$ cat src/pkg/frame_pkg.sv
// Shared constants and types for the frame generator
package frame_pkg;
   // Clock and sample timing
   localparam int CLK_PERIOD_NS = 4;
   localparam int SAMPLE_PERIOD_NS = 100;
   localparam int SAMPLE_DIV = SAMPLE_PERIOD_NS / CLK_PERIOD_NS;
   localparam int TENTH_TIME_US = 102400;
   localparam int SAMPLES_PER_TENTH = TENTH_TIME_US * 1000 / SAMPLE_PERIOD_NS;
   localparam int PAIRS_PER_TENTH = 125;
   localparam int SAMPLES_PER_PAIR = SAMPLES_PER_TENTH / PAIRS_PER_TENTH;
   localparam int TENTHS_PER_FRAME = 10;
   localparam int SAMPLE_IDX_W = 24;
   // Frame layout, zero-based byte positions
   localparam int FRAME_BYTES = 5082;
   localparam int BLOCK_BYTES = 508;
   localparam int LAST_BLOCK_BYTES = FRAME_BYTES - (TENTHS_PER_FRAME - 1) * BLOCK_BYTES;
   localparam int ID_POS = 0;
   localparam int STATUS_POS = 3;
   localparam int RAD_POS = 6;
   localparam int TAG_POS = 21;
   localparam int FIELD_STRIDE = 3;
   localparam int RAD_BYTES = 5;
   localparam int TAG_BYTES = 3;
   localparam int RT_SLOTS = RAD_BYTES + TAG_BYTES;
   localparam logic [7:0] FRAME_ID = 8'hB7;
   localparam int STATUS_SEL_LSB = 4;
   // Test signal figures
   localparam int ADC_WIDTH = 12;
   localparam int IMPULSE_LEN = 2;
   localparam logic signed [15:0] IMPULSE_VALUE = 16'sh0080;
   localparam logic signed [15:0] SQUARE_AMPL = 16'sh0100;
   localparam int SQ_LOW_BIT = 13;
   localparam int SQ_MID_BIT = 8;
   localparam int SQ_HIGH_BIT = 6;
   localparam int LFSR_W = 23;
   localparam logic [LFSR_W-1:0] LFSR_SEED = 23'h000001;
   localparam int LFSR_TAP = 17;
   // Register map
   localparam int APB_ADDR_W = 8;
   localparam logic [APB_ADDR_W-1:0] CTRL_ADDR = 8'h00;
   localparam logic [APB_ADDR_W-1:0] STATUS_ADDR = 8'h04;
   localparam logic [APB_ADDR_W-1:0] TAG_ADDR = 8'h08;
   localparam logic [APB_ADDR_W-1:0] FRAMES_ADDR = 8'h0C;
   localparam int CTRL_ENABLE_BIT = 0;
   localparam int CTRL_SEL_LSB = 4;
   localparam int STATUS_RUNNING_BIT = 0;
   localparam int STATUS_ARMED_BIT = 1;
   localparam logic [2:0] SELECT_RESET = 3'h0;

   typedef enum logic [2:0] {
      SEL_ADC = 3'h0, SEL_IMPULSE = 3'h1, SEL_SQ_LOW = 3'h2, SEL_SQ_MID = 3'h3,
      SEL_PRN_UNIT = 3'h4, SEL_PRN_FULL = 3'h5, SEL_SQ_HIGH = 3'h6, SEL_ZERO = 3'h7
   } select_t;

   typedef enum logic [2:0] {
      ST_IDLE = 3'h1, ST_ARMED = 3'h2, ST_RUNNING = 3'h4
   } run_state_t;
endpackage

$ cat src/rtl/frame_generator.sv
// Output frame generator: timing, radiometry, time tags, byte interleaving, APB registers
//
// How it works
// - Start on first strobe after enable
// - One frame every 1.024 seconds
// - Frame is exactly 5082 bytes
// - Frames follow each other until switched off
// - First byte is constant B7
// - Fourth byte holds selection in bits 6:4
// - Nonzero selection substitutes a test signal
// - Code 001: two 128 samples, then zeros
// - Codes 010/011/110: three square waves
// - Codes 100/101: unit and full-scale noise
// - Code 000 passes converter, 111 gives zeros
// - Sum of squares, cleared each frame
// - Ten 40-bit radiometry values, MSB first
// - Snapshot every tenth, first at frame start
// - Ten tags per frame, zero at each start, not cleared per frame
// - 24-bit tag, MSB first, wraps
// - 1250 signed 16-bit I/Q pairs
// - Mix 2.5 MHz to baseband and filter
// - All multi-byte values interleaved
// - Radiometry at byte 7, stride 3, block 508
// - Tag at byte 22, stride 3, block 508
// - I/Q bytes fill all remaining positions
//
// Design decisions made here: the APB interface to the registers and the register addresses.
module frame_generator
   import frame_pkg::*;
#(
   parameter int SAMPLES_PER_PAIR_P = SAMPLES_PER_PAIR,
   parameter int ADC_W = ADC_WIDTH
)(
   input wire logic clk_in,                      // System clock, 250 MHz
   input wire logic rst_in,                      // Async reset, high
   input wire logic psel_in,                     // APB select
   input wire logic penable_in,                  // APB enable
   input wire logic pwrite_in,                   // APB write
   input wire logic [APB_ADDR_W-1:0] paddr_in,   // APB byte address
   input wire logic [31:0] pwdata_in,            // APB write data
   output logic [31:0] prdata_out,               // APB read data
   output logic pready_out,                      // APB ready
   output logic pslverr_out,                     // APB error, unmapped address
   input wire logic second_pulse_strobe_in,      // Once-per-second strobe pin
   input wire logic [ADC_W-1:0] adc_data_in,     // Converter word pin bus
   output logic [7:0] frame_data_out,            // Frame byte
   output logic frame_valid_out,                 // Byte strobe
   output logic frame_first_out,                 // Marks the first byte of a frame
   output logic running_out                      // Frames are being produced
);
   localparam int PAIR_CW = $clog2(SAMPLES_PER_PAIR_P);

   logic ctrl_enable, enable_prev;
   logic [2:0] ctrl_select, frame_select;
   run_state_t state;
   logic strobe_meta, strobe_sync, strobe_prev, strobe_rise;
   logic [ADC_W-1:0] adc_meta, adc_sync;
   logic go, running;
   logic apb_setup, apb_write, addr_hit;
   logic [31:0] read_mux;
   logic [4:0] div_cnt;
   logic sample_en;
   logic [PAIR_CW-1:0] samp_in_pair;
   logic [6:0] pair_cnt;
   logic [3:0] tenth_cnt;
   logic [SAMPLE_IDX_W-1:0] samp_idx;
   logic tenth_first, frame_first, pair_last, frame_last;
   logic signed [15:0] sample;
   logic [31:0] square;
   logic [39:0] rad_acc, rad_snap;
   logic [23:0] tag_cnt, tag_snap;
   logic [3:0] snap_count;
   logic [31:0] frame_count;
   logic signed [15:0] dc_i, dc_q, pair_i, pair_q;
   logic dc_valid, pair_full;
   logic em_active;
   logic [3:0] blk;
   logic [8:0] off, rel;
   logic [1:0] iq_byte;
   logic [2:0] slot;
   logic is_id, is_status, is_rt, is_iq, byte_ready, block_end;
   logic [7:0] byte_mux, iq_mux;

   assign running = (state == ST_RUNNING);

   // Pin inputs pass two flops before use
   always_ff @(posedge clk_in or posedge rst_in) begin
      if (rst_in) begin
         strobe_meta <= 1'b0;
         strobe_sync <= 1'b0;
         strobe_prev <= 1'b0;
         adc_meta <= '0;
         adc_sync <= '0;
      end else begin
         strobe_meta <= second_pulse_strobe_in;
         strobe_sync <= strobe_meta;
         strobe_prev <= strobe_sync;
         adc_meta <= adc_data_in;
         adc_sync <= adc_meta;
      end
   end
   assign strobe_rise = strobe_sync & ~strobe_prev;

   // APB slave, no wait states: answer registered in the setup cycle
   assign apb_setup = psel_in & ~penable_in;
   assign apb_write = psel_in & penable_in & pready_out & pwrite_in;
   assign addr_hit = (paddr_in == CTRL_ADDR) || (paddr_in == STATUS_ADDR) ||
                     (paddr_in == TAG_ADDR) || (paddr_in == FRAMES_ADDR);

   always_comb begin
      read_mux = 32'h00000000;
      if (paddr_in == CTRL_ADDR) begin
         read_mux[CTRL_ENABLE_BIT] = ctrl_enable;
         read_mux[CTRL_SEL_LSB +: 3] = ctrl_select;
      end else if (paddr_in == STATUS_ADDR) begin
         read_mux[STATUS_RUNNING_BIT] = running;
         read_mux[STATUS_ARMED_BIT] = (state == ST_ARMED);
      end else if (paddr_in == TAG_ADDR) begin
         read_mux = {8'h00, tag_cnt};
      end else if (paddr_in == FRAMES_ADDR) begin
         read_mux = frame_count;
      end
   end

   always_ff @(posedge clk_in or posedge rst_in) begin
      if (rst_in) begin
         pready_out <= 1'b0;
         pslverr_out <= 1'b0;
         prdata_out <= 32'h00000000;
      end else begin
         pready_out <= apb_setup;
         pslverr_out <= apb_setup & ~addr_hit;
         prdata_out <= (apb_setup && !pwrite_in) ? read_mux : 32'h00000000;
      end
   end

   always_ff @(posedge clk_in or posedge rst_in) begin
      if (rst_in) begin
         ctrl_enable <= 1'b0;
         ctrl_select <= SELECT_RESET;
      end else if (apb_write && paddr_in == CTRL_ADDR) begin
         ctrl_enable <= pwdata_in[CTRL_ENABLE_BIT];
         ctrl_select <= pwdata_in[CTRL_SEL_LSB +: 3];
      end
   end

   assign go = (state == ST_ARMED) && ctrl_enable && strobe_rise;

   always_ff @(posedge clk_in or posedge rst_in) begin
      if (rst_in) begin
         state <= ST_IDLE;
         enable_prev <= 1'b0;
         running_out <= 1'b0;
      end else begin
         enable_prev <= ctrl_enable;
         unique case (state)
            ST_IDLE: begin
               if (ctrl_enable && !enable_prev) begin
                  state <= ST_ARMED;
               end
            end
            ST_ARMED: begin
               if (!ctrl_enable) begin
                  state <= ST_IDLE;
               end else if (strobe_rise) begin
                  state <= ST_RUNNING;
               end
            end
            ST_RUNNING: begin
               if (!ctrl_enable) begin
                  state <= ST_IDLE;
               end
            end
            default: state <= ST_IDLE;
         endcase
         running_out <= (state == ST_RUNNING) ? ctrl_enable : go;
      end
   end

   // 10 MHz sample enable, aligned to the starting strobe
   always_ff @(posedge clk_in or posedge rst_in) begin
      if (rst_in) begin
         div_cnt <= 5'h00;
         sample_en <= 1'b0;
      end else if (go || !running) begin
         div_cnt <= 5'h00;
         sample_en <= 1'b0;
      end else begin
         div_cnt <= (div_cnt == 5'(SAMPLE_DIV - 1)) ? 5'h00 : div_cnt + 5'h01;
         sample_en <= (div_cnt == 5'(SAMPLE_DIV - 1));
      end
   end

   // Frame = 10 tenths x 125 pairs x pair period
   always_ff @(posedge clk_in or posedge rst_in) begin
      if (rst_in) begin
         samp_in_pair <= '0;
         pair_cnt <= 7'h00;
         tenth_cnt <= 4'h0;
         samp_idx <= '0;
      end else if (go) begin
         samp_in_pair <= '0;
         pair_cnt <= 7'h00;
         tenth_cnt <= 4'h0;
         samp_idx <= '0;
      end else if (sample_en) begin
         samp_idx <= frame_last ? '0 : samp_idx + 1'b1;
         samp_in_pair <= pair_last ? '0 : samp_in_pair + 1'b1;
         if (pair_last) begin
            pair_cnt <= (pair_cnt == 7'(PAIRS_PER_TENTH - 1)) ? 7'h00 : pair_cnt + 7'h01;
            if (pair_cnt == 7'(PAIRS_PER_TENTH - 1)) begin
               tenth_cnt <= (tenth_cnt == 4'(TENTHS_PER_FRAME - 1)) ? 4'h0 : tenth_cnt + 4'h1;
            end
         end
      end
   end

   assign tenth_first = sample_en && samp_in_pair == '0 && pair_cnt == 7'h00;
   assign frame_first = tenth_first && tenth_cnt == 4'h0;
   assign pair_last = sample_en && samp_in_pair == PAIR_CW'(SAMPLES_PER_PAIR_P - 1);
   assign frame_last = pair_last && pair_cnt == 7'(PAIRS_PER_TENTH - 1) &&
                       tenth_cnt == 4'(TENTHS_PER_FRAME - 1);

   // Selection held for the whole frame
   always_ff @(posedge clk_in or posedge rst_in) begin
      if (rst_in) begin
         frame_select <= SELECT_RESET;
      end else if (go || frame_last) begin
         frame_select <= ctrl_select;
      end
   end

   test_signal_source #(.ADC_W(ADC_W)) u_source (
      .clk_in(clk_in),
      .rst_in(rst_in),
      .restart_in(go),
      .step_in(sample_en),
      .select_in(frame_select),
      .sample_index_in(samp_idx),
      .adc_sample_in(adc_sync),
      .sample_out(sample)
   );

   iq_downconverter #(.SAMPLES_PER_PAIR_P(SAMPLES_PER_PAIR_P)) u_downconv (
      .clk_in(clk_in),
      .rst_in(rst_in),
      .restart_in(go),
      .step_in(sample_en),
      .phase_in(samp_idx[1:0]),
      .dump_in(pair_last),
      .sample_in(sample),
      .i_out(dc_i),
      .q_out(dc_q),
      .pair_valid_out(dc_valid)
   );

   assign square = 32'(sample * sample);

   // Sum of squares, restarted at frame start
   always_ff @(posedge clk_in or posedge rst_in) begin
      if (rst_in) begin
         rad_acc <= 40'h0000000000;
      end else if (go) begin
         rad_acc <= 40'h0000000000;
      end else if (sample_en) begin
         rad_acc <= frame_first ? 40'(square) : rad_acc + 40'(square);
      end
   end

   // Snapshots at each tenth, frame start included
   always_ff @(posedge clk_in or posedge rst_in) begin
      if (rst_in) begin
         rad_snap <= 40'h0000000000;
         tag_snap <= 24'h000000;
         tag_cnt <= 24'h000000;
         snap_count <= 4'h0;
         frame_count <= 32'h00000000;
      end else if (go) begin
         tag_cnt <= 24'h000000;
         snap_count <= 4'h0;
      end else if (tenth_first) begin
         rad_snap <= rad_acc;
         tag_snap <= tag_cnt;
         tag_cnt <= tag_cnt + 24'h000001;
         snap_count <= frame_first ? 4'h1 : snap_count + 4'h1;
         if (frame_first) begin
            frame_count <= frame_count + 32'h00000001;
         end
      end
   end

   // Latest I/Q pair awaiting output; a new pair wins over the clear
   always_ff @(posedge clk_in or posedge rst_in) begin
      if (rst_in) begin
         pair_full <= 1'b0;
         pair_i <= 16'sh0000;
         pair_q <= 16'sh0000;
      end else if (!running) begin
         pair_full <= 1'b0;
      end else if (dc_valid) begin
         pair_full <= 1'b1;
         pair_i <= dc_i;
         pair_q <= dc_q;
      end else if (frame_valid_next_iq_done()) begin
         pair_full <= 1'b0;
      end
   end

   function automatic logic frame_valid_next_iq_done();
      return em_active && !frame_first && is_iq && pair_full && iq_byte == 2'h3;
   endfunction

   always_comb begin
      rel = 9'(off - 9'(RAD_POS));
      slot = 3'(rel / 9'h003);
      is_id = (blk == 4'h0) && (off == 9'(ID_POS));
      is_status = (blk == 4'h0) && (off == 9'(STATUS_POS));
      // Radiometry from byte 6, stride 3
      // Tag from byte 21, stride 3
      is_rt = (off >= 9'(RAD_POS)) && (off <= 9'(TAG_POS + (TAG_BYTES - 1) * FIELD_STRIDE)) &&
              (rel % 9'h003 == 9'h000);
      is_iq = !is_id && !is_status && !is_rt;
      block_end = (blk == 4'(TENTHS_PER_FRAME - 1)) ? (off == 9'(LAST_BLOCK_BYTES - 1)) :
                  (off == 9'(BLOCK_BYTES - 1));
   end

   always_comb begin
      unique case (iq_byte)
         2'h0: iq_mux = pair_i[15:8];
         2'h1: iq_mux = pair_i[7:0];
         2'h2: iq_mux = pair_q[15:8];
         2'h3: iq_mux = pair_q[7:0];
      endcase
      byte_ready = pair_full;
      byte_mux = iq_mux;
      if (is_id) begin
         byte_mux = FRAME_ID;
         byte_ready = 1'b1;
      end else if (is_status) begin
         byte_mux = 8'(frame_select) << STATUS_SEL_LSB;
         byte_ready = 1'b1;
      end else if (is_rt) begin
         byte_ready = (snap_count > blk);
         if (slot < 3'(RAD_BYTES)) begin
            byte_mux = 8'(rad_snap >> {3'(RAD_BYTES - 1) - slot, 3'h0});
         end else begin
            byte_mux = 8'(tag_snap >> {3'(RT_SLOTS - 1) - slot, 3'h0});
         end
      end
   end

   always_ff @(posedge clk_in or posedge rst_in) begin
      if (rst_in) begin
         em_active <= 1'b0;
         blk <= 4'h0;
         off <= 9'h000;
         iq_byte <= 2'h0;
         frame_data_out <= 8'h00;
         frame_valid_out <= 1'b0;
         frame_first_out <= 1'b0;
      end else begin
         frame_valid_out <= 1'b0;
         frame_first_out <= 1'b0;
         if (!running || !ctrl_enable) begin
            em_active <= 1'b0;
         end else if (frame_first) begin
            em_active <= 1'b1;
            blk <= 4'h0;
            off <= 9'h000;
            iq_byte <= 2'h0;
         end else if (em_active && byte_ready) begin
            frame_valid_out <= 1'b1;
            frame_data_out <= byte_mux;
            frame_first_out <= is_id;
            if (is_iq) begin
               iq_byte <= iq_byte + 2'h1;
            end
            // 9 x 508 + 510 bytes per frame
            if (block_end) begin
               off <= 9'h000;
               if (blk == 4'(TENTHS_PER_FRAME - 1)) begin
                  em_active <= 1'b0;
               end else begin
                  blk <= blk + 4'h1;
               end
            end else begin
               off <= off + 9'h001;
            end
         end
      end
   end
endmodule

$ cat src/rtl/iq_downconverter.sv
// Quarter-rate mixer to baseband with integrate-and-dump filters
module iq_downconverter
   import frame_pkg::*;
#(
   parameter int SAMPLES_PER_PAIR_P = SAMPLES_PER_PAIR
)(
   input wire logic clk_in,                 // System clock
   input wire logic rst_in,                 // Async reset, high
   input wire logic restart_in,             // Start of a run
   input wire logic step_in,                // Sample enable
   input wire logic [1:0] phase_in,         // Mixer phase, sample index mod 4
   input wire logic dump_in,                // Last sample of a pair period
   input wire logic signed [15:0] sample_in, // Input sample
   output logic signed [15:0] i_out,        // In-phase value
   output logic signed [15:0] q_out,        // Quadrature value
   output logic pair_valid_out              // One-cycle pair strobe
);
   localparam int ACC_W = 17 + $clog2(SAMPLES_PER_PAIR_P);
   logic signed [ACC_W-1:0] i_acc, q_acc, next_i, next_q, ext;

   // Mix by fs/4 then boxcar filter
   always_comb begin
      ext = ACC_W'(sample_in);
      next_i = i_acc;
      next_q = q_acc;
      unique case (phase_in)
         2'h0: next_i = i_acc + ext;
         2'h1: next_q = q_acc - ext;
         2'h2: next_i = i_acc - ext;
         2'h3: next_q = q_acc + ext;
      endcase
   end

   always_ff @(posedge clk_in or posedge rst_in) begin
      if (rst_in) begin
         i_acc <= '0;
         q_acc <= '0;
         i_out <= 16'sh0000;
         q_out <= 16'sh0000;
         pair_valid_out <= 1'b0;
      end else begin
         pair_valid_out <= 1'b0;
         if (restart_in) begin
            i_acc <= '0;
            q_acc <= '0;
         end else if (step_in && dump_in) begin
            i_out <= next_i[ACC_W-1 -: 16];
            q_out <= next_q[ACC_W-1 -: 16];
            pair_valid_out <= 1'b1;
            i_acc <= '0;
            q_acc <= '0;
         end else if (step_in) begin
            i_acc <= next_i;
            q_acc <= next_q;
         end
      end
   end
endmodule

$ cat src/rtl/test_signal_source.sv
// Input selector: converter samples or one of the built-in test signals
module test_signal_source
   import frame_pkg::*;
#(
   parameter int ADC_W = ADC_WIDTH
)(
   input wire logic clk_in,                          // System clock
   input wire logic rst_in,                          // Async reset, high
   input wire logic restart_in,                      // Start of a run
   input wire logic step_in,                         // Sample enable
   input wire logic [2:0] select_in,                 // Input selection
   input wire logic [SAMPLE_IDX_W-1:0] sample_index_in, // Sample index in frame
   input wire logic [ADC_W-1:0] adc_sample_in,       // Synchronised converter word
   output logic signed [15:0] sample_out             // Selected sample
);
   logic [LFSR_W-1:0] lfsr;
   logic signed [15:0] full_pos;

   assign full_pos = 16'((32'sd1 <<< (ADC_W - 1)) - 32'sd1);

   always_ff @(posedge clk_in or posedge rst_in) begin
      if (rst_in) begin
         lfsr <= LFSR_SEED;
      end else if (restart_in) begin
         lfsr <= LFSR_SEED;
      end else if (step_in) begin
         lfsr <= {lfsr[LFSR_W-2:0], lfsr[LFSR_W-1] ^ lfsr[LFSR_TAP]};
      end
   end

   always_comb begin
      unique case (select_t'(select_in))
         SEL_ADC: sample_out = 16'($signed(adc_sample_in));
         SEL_ZERO: sample_out = 16'sh0000;
         SEL_IMPULSE: sample_out = (sample_index_in < SAMPLE_IDX_W'(IMPULSE_LEN)) ? IMPULSE_VALUE : 16'sh0000;
         SEL_SQ_LOW: sample_out = sample_index_in[SQ_LOW_BIT] ? -SQUARE_AMPL : SQUARE_AMPL;
         SEL_SQ_MID: sample_out = sample_index_in[SQ_MID_BIT] ? -SQUARE_AMPL : SQUARE_AMPL;
         SEL_SQ_HIGH: sample_out = sample_index_in[SQ_HIGH_BIT] ? -SQUARE_AMPL : SQUARE_AMPL;
         SEL_PRN_UNIT: sample_out = lfsr[0] ? 16'sh0001 : -16'sh0001;
         SEL_PRN_FULL: sample_out = lfsr[0] ? full_pos : -full_pos - 16'sh0001;
      endcase
   end
endmodule

$ cat config.mk
export PLATFORM = sky130hd
export DESIGN_NAME = frame_generator
export DESIGN_NICKNAME = d
export VERILOG_FILES = /design/src/pkg/frame_pkg.sv /design/src/rtl/frame_generator.sv /design/src/rtl/iq_downconverter.sv /design/src/rtl/test_signal_source.sv
export SDC_FILE = /design/constraint.sdc
export NUM_CORES = 2
export LEC_CHECK = 0
export BUFFER_PORTS_ARGS = -buffer_cell sky130_fd_sc_hd__buf_2
export CAP_MARGIN = 20
export CORE_MARGIN = 1.5
export CORE_UTILIZATION = 55
export DETAILED_ROUTE_END_ITERATION = 10
export GPL_ROUTABILITY_DRIVEN = 0
export HOLD_SLACK_MARGIN = 0.06
export PLACE_DENSITY_LB_ADDON = 0.2
export SLEW_MARGIN = 10
export SYNTH_ARGS = -nofsm -noshare
export SYNTH_HDL_FRONTEND = slang
export SYNTH_SLANG_ARGS = --single-unit
$ cat constraint.sdc
create_clock -name clk_in -period 17.37 [get_ports clk_in]
set_input_delay 0 -clock clk_in [delete_from_list [all_inputs] [get_ports clk_in]]
set_output_delay 0 -clock clk_in [all_outputs]
set_load 0.005 [all_outputs]
==> results.toml <==
[timing]
setup_viol = 0
worst_pin_slew_ns = 1.02
finalClockSkew_ns = 0.0345
finalMaxSlewViolations = 0
fmax_ghz = 0.0952
hold_viol = 0
layout_setup_ws_ns = 6.87
finalCriticalPeriod_ns = 10.50
fin_setup_tns_ns = 0
finalCritPeriodShare = 0.604
maxSlewHeadroom = 0.315
grt_setup_unrepaired = "no"

[logic_synthesis]
synth_top_area_frac = 0.341
syn_area_per_cell_um2 = 9.45
synth-seq-cells = 466
ys_seq_area_frac = 0.343
synth.distinct_cells = 103
synthCells = 3602
yosys_warnings = 0
synth_edf_count = 0
synth-async-reset-ratio = 1.00
ys_top_cells_by_area = "dfrtp_1 34%, fa_1 11%, ha_1 7.6%"
yosysTopAreaCell = "dfrtp_1"
synthesis.area_mm2 = 0.0340
ys.flop_type = "dfrtp_1"
synth_nets = 4060

[cells_and_area]
area_growth_pct = 10.6
antennaDiodeCount = 0
final_util = 0.612
layout.cells.non_filler = 4517
final_common_cell = "dfrtp_1"
drive_gt1_frac = 0.106
final_nets = 4141
layout.cells.most_common_list = "463 x dfrtp_1, 361 x nor2_1, 334 x inv_1"
final_area_mm2 = 0.0376

[floorplan]
initial_core_util = 0.553
coreArea_mm2 = 0.0615
die_h_um = 252
die_x_um = 252
rows = 91
ioPinCount = 103
design.die.area_mm2 = 0.0634

[placed_design]
dp_cells = 4371
pre_cts_ws_ns = 7.00
portBuffers = 74
dpl_cell_area_mm2 = 0.0352
dpl.hpwl_mm = 58.9

[power]
p_per_area_mw_per_mm2 = 185
ir_drop_mv = 0.310
power_leakage_nw = 18.2

[route]
antenna_left = 0
first_iter_violations = 2017
route.detailed.drc = 0
wl_mm = 80.5
firstDrtPassIters = 6
post_drt_wl_per_cell_um = 17.8
routed-via-count = 26100
vias_per_cell = 5.78

[grt]
track_usage = 0.260
grt_pass1_vias = 25800
grt_pass1_wl_mm = 134
antenna_found_initial = 0
overflow = 0
grt_start_max_net_pins = 127

[cts]
cts-htree-levels = 2
cts_num_sinks = 466
clock_latency_ns = 0.64
cts_tree = "done"
ctsRootBufferMaster = "clkbuf_16"
cts.path.max_buffers = 3
cts_buffers = 52
cts_setup_buffers = 0
path_clk_slew_ns = 0.06

[run_status]
outcome = "finished, final reports clean"

[critical_path]
cp_data_required_time_ns = 17.92
path_class = "reg -> reg"
critPathMaxStageDelay_ns = 0.71
worst_path_most_repeated_cell = "fa_1"
cp-end-kind = "flip-flop"
crit_arrival_ns = 11.05
slowest_stage = "o21a_1"
crit_path_start_kind = "flip-flop"
critPathMaxFanout = 12

[hold_path]
hp-class = "in -> reg"

[job]
drv_cap = 0
[through the flow]
| stage | hold slack (ns) | power [mW] |
|---|---|---|
| 3_5_place_dp | 0.109 | 5.70 |
| 6_report | 0.100 | 6.95 |
| 5_1_grt | 0.114 | 7.69 |
| 4_1_cts | 0.0729 | 6.99 |
| 2_1_floorplan | 0.0314 | 4.88 |
| 3_3_place_gp | 0.109 | 5.62 |
[final timing paths]
kind	start	to	slack [ns]	cells past startpoint
setup / recovery	frame_select[2]	rad_acc[35]	6.87	34
hold / removal	paddr_in[2]	prdata_out[20]	0.1	3
setup reg to reg	frame_select[2]	rad_acc[35]	6.87	34
hold reg to reg	adc_meta[11]	adc_sync[11]	0.34	0
max in group asynchronous	rst_in	prdata_out[26]	14.94	5
min in group asynchronous	rst_in	off[6]	0.13	3
[synthesized netlist by cell type, drive strengths merged, types with 35 or more instances]
cell type / instances
ha: 208
nor2: 364
fa: 192
a211oi: 35
a21oi: 177
mux2: 112
xor2: 98
nand2: 311
nor3: 60
xnor2: 127
nand3: 94
o21ai: 207
clkbuf: 108
mux2i: 63
and3: 50
dfrtp: 464
o31ai: 38
or3: 49
inv: 337
[area by class of cell]
| cell class | instances | area, um2 |
|---|---|---|
| Fill cell | 5193 | 23800 |
| Tap cell | 790 | 988 |
| Sequential cell | 466 | 11700 |
| Clock buffer | 65 | 1430 |
| Inverter | 342 | 1290 |
| Clock inverter | 33 | 517 |
| Timing Repair Buffer | 163 | 1160 |
| Multi-Input combinational cell | 2658 | 20600 |
[worst max-delay path, delay by kind of cell, from the launching register on]
| family | cells | cell delay [ns] |
|---|---|---|
| AOI/OAI and AO/OA | 11 | 3.21 |
| xor gates and xnor gates | 1 | 0.16 |
| adders and majority gates | 8 | 3.46 |
| buffers and inverters | 5 | 1.12 |
| DFF | 1 | 0.50 |
| and+or+nand+nor | 9 | 2.03 |
[cells by family (layout without fill, tap and decap cells)]
group,after synthesis,count (layout),share of synthesized area
fa+ha+maj,400,400,0.189
simple gates,1111,1111,0.153
compound gates,738,738,0.142
flops,466,466,0.343
buf+inv,478,603,0.0533
xor+xnor,225,225,0.0579
mux,184,184,0.0616
[per-layer routing]
metal / wire (um) / GRT usage
met1: 37100 / 0.360
met2: 37300 / 0.426
met3: 4040 / 0.0381
met4: 2180 / 0.0749
met5: 0 / 0
[power by group]
group | total (mW) | internal (mW) | switching, mW
clock network | 1.23 | 0.745 | 0.489
registers | 1.09 | 1.09 | 0.00178
logic | 4.63 | 2.00 | 2.62
total | 6.95 | 3.84 | 3.11
[sequential cells by signal, summed over array words and instances, names as in the netlist, 5 cells and up]
signal            count
frame_data_out        8
u_downconv.i_out     16
adc_meta             12
u_downconv.q_acc     30
rad_acc              40
tag_cnt              24
u_source.lfsr        23
frame_count          32
samp_in_pair         13
u_downconv.q_out     16
prdata_out           32
pair_cnt              7
off                   9
tag_snap             24
div_cnt               5
adc_sync             12
samp_idx             24
pair_i               16
u_downconv.i_acc     30
pair_q               16
rad_snap             40
[repair_timing]
action                                  in CTS  in global routing
endpoints found under the setup margin       0                  0
hold endpoints to repair                   147                  0
hold buffers                                46                  0
gates resized for setup                      0                  0
No activity file was read; power rests on OpenSTA's default activity.
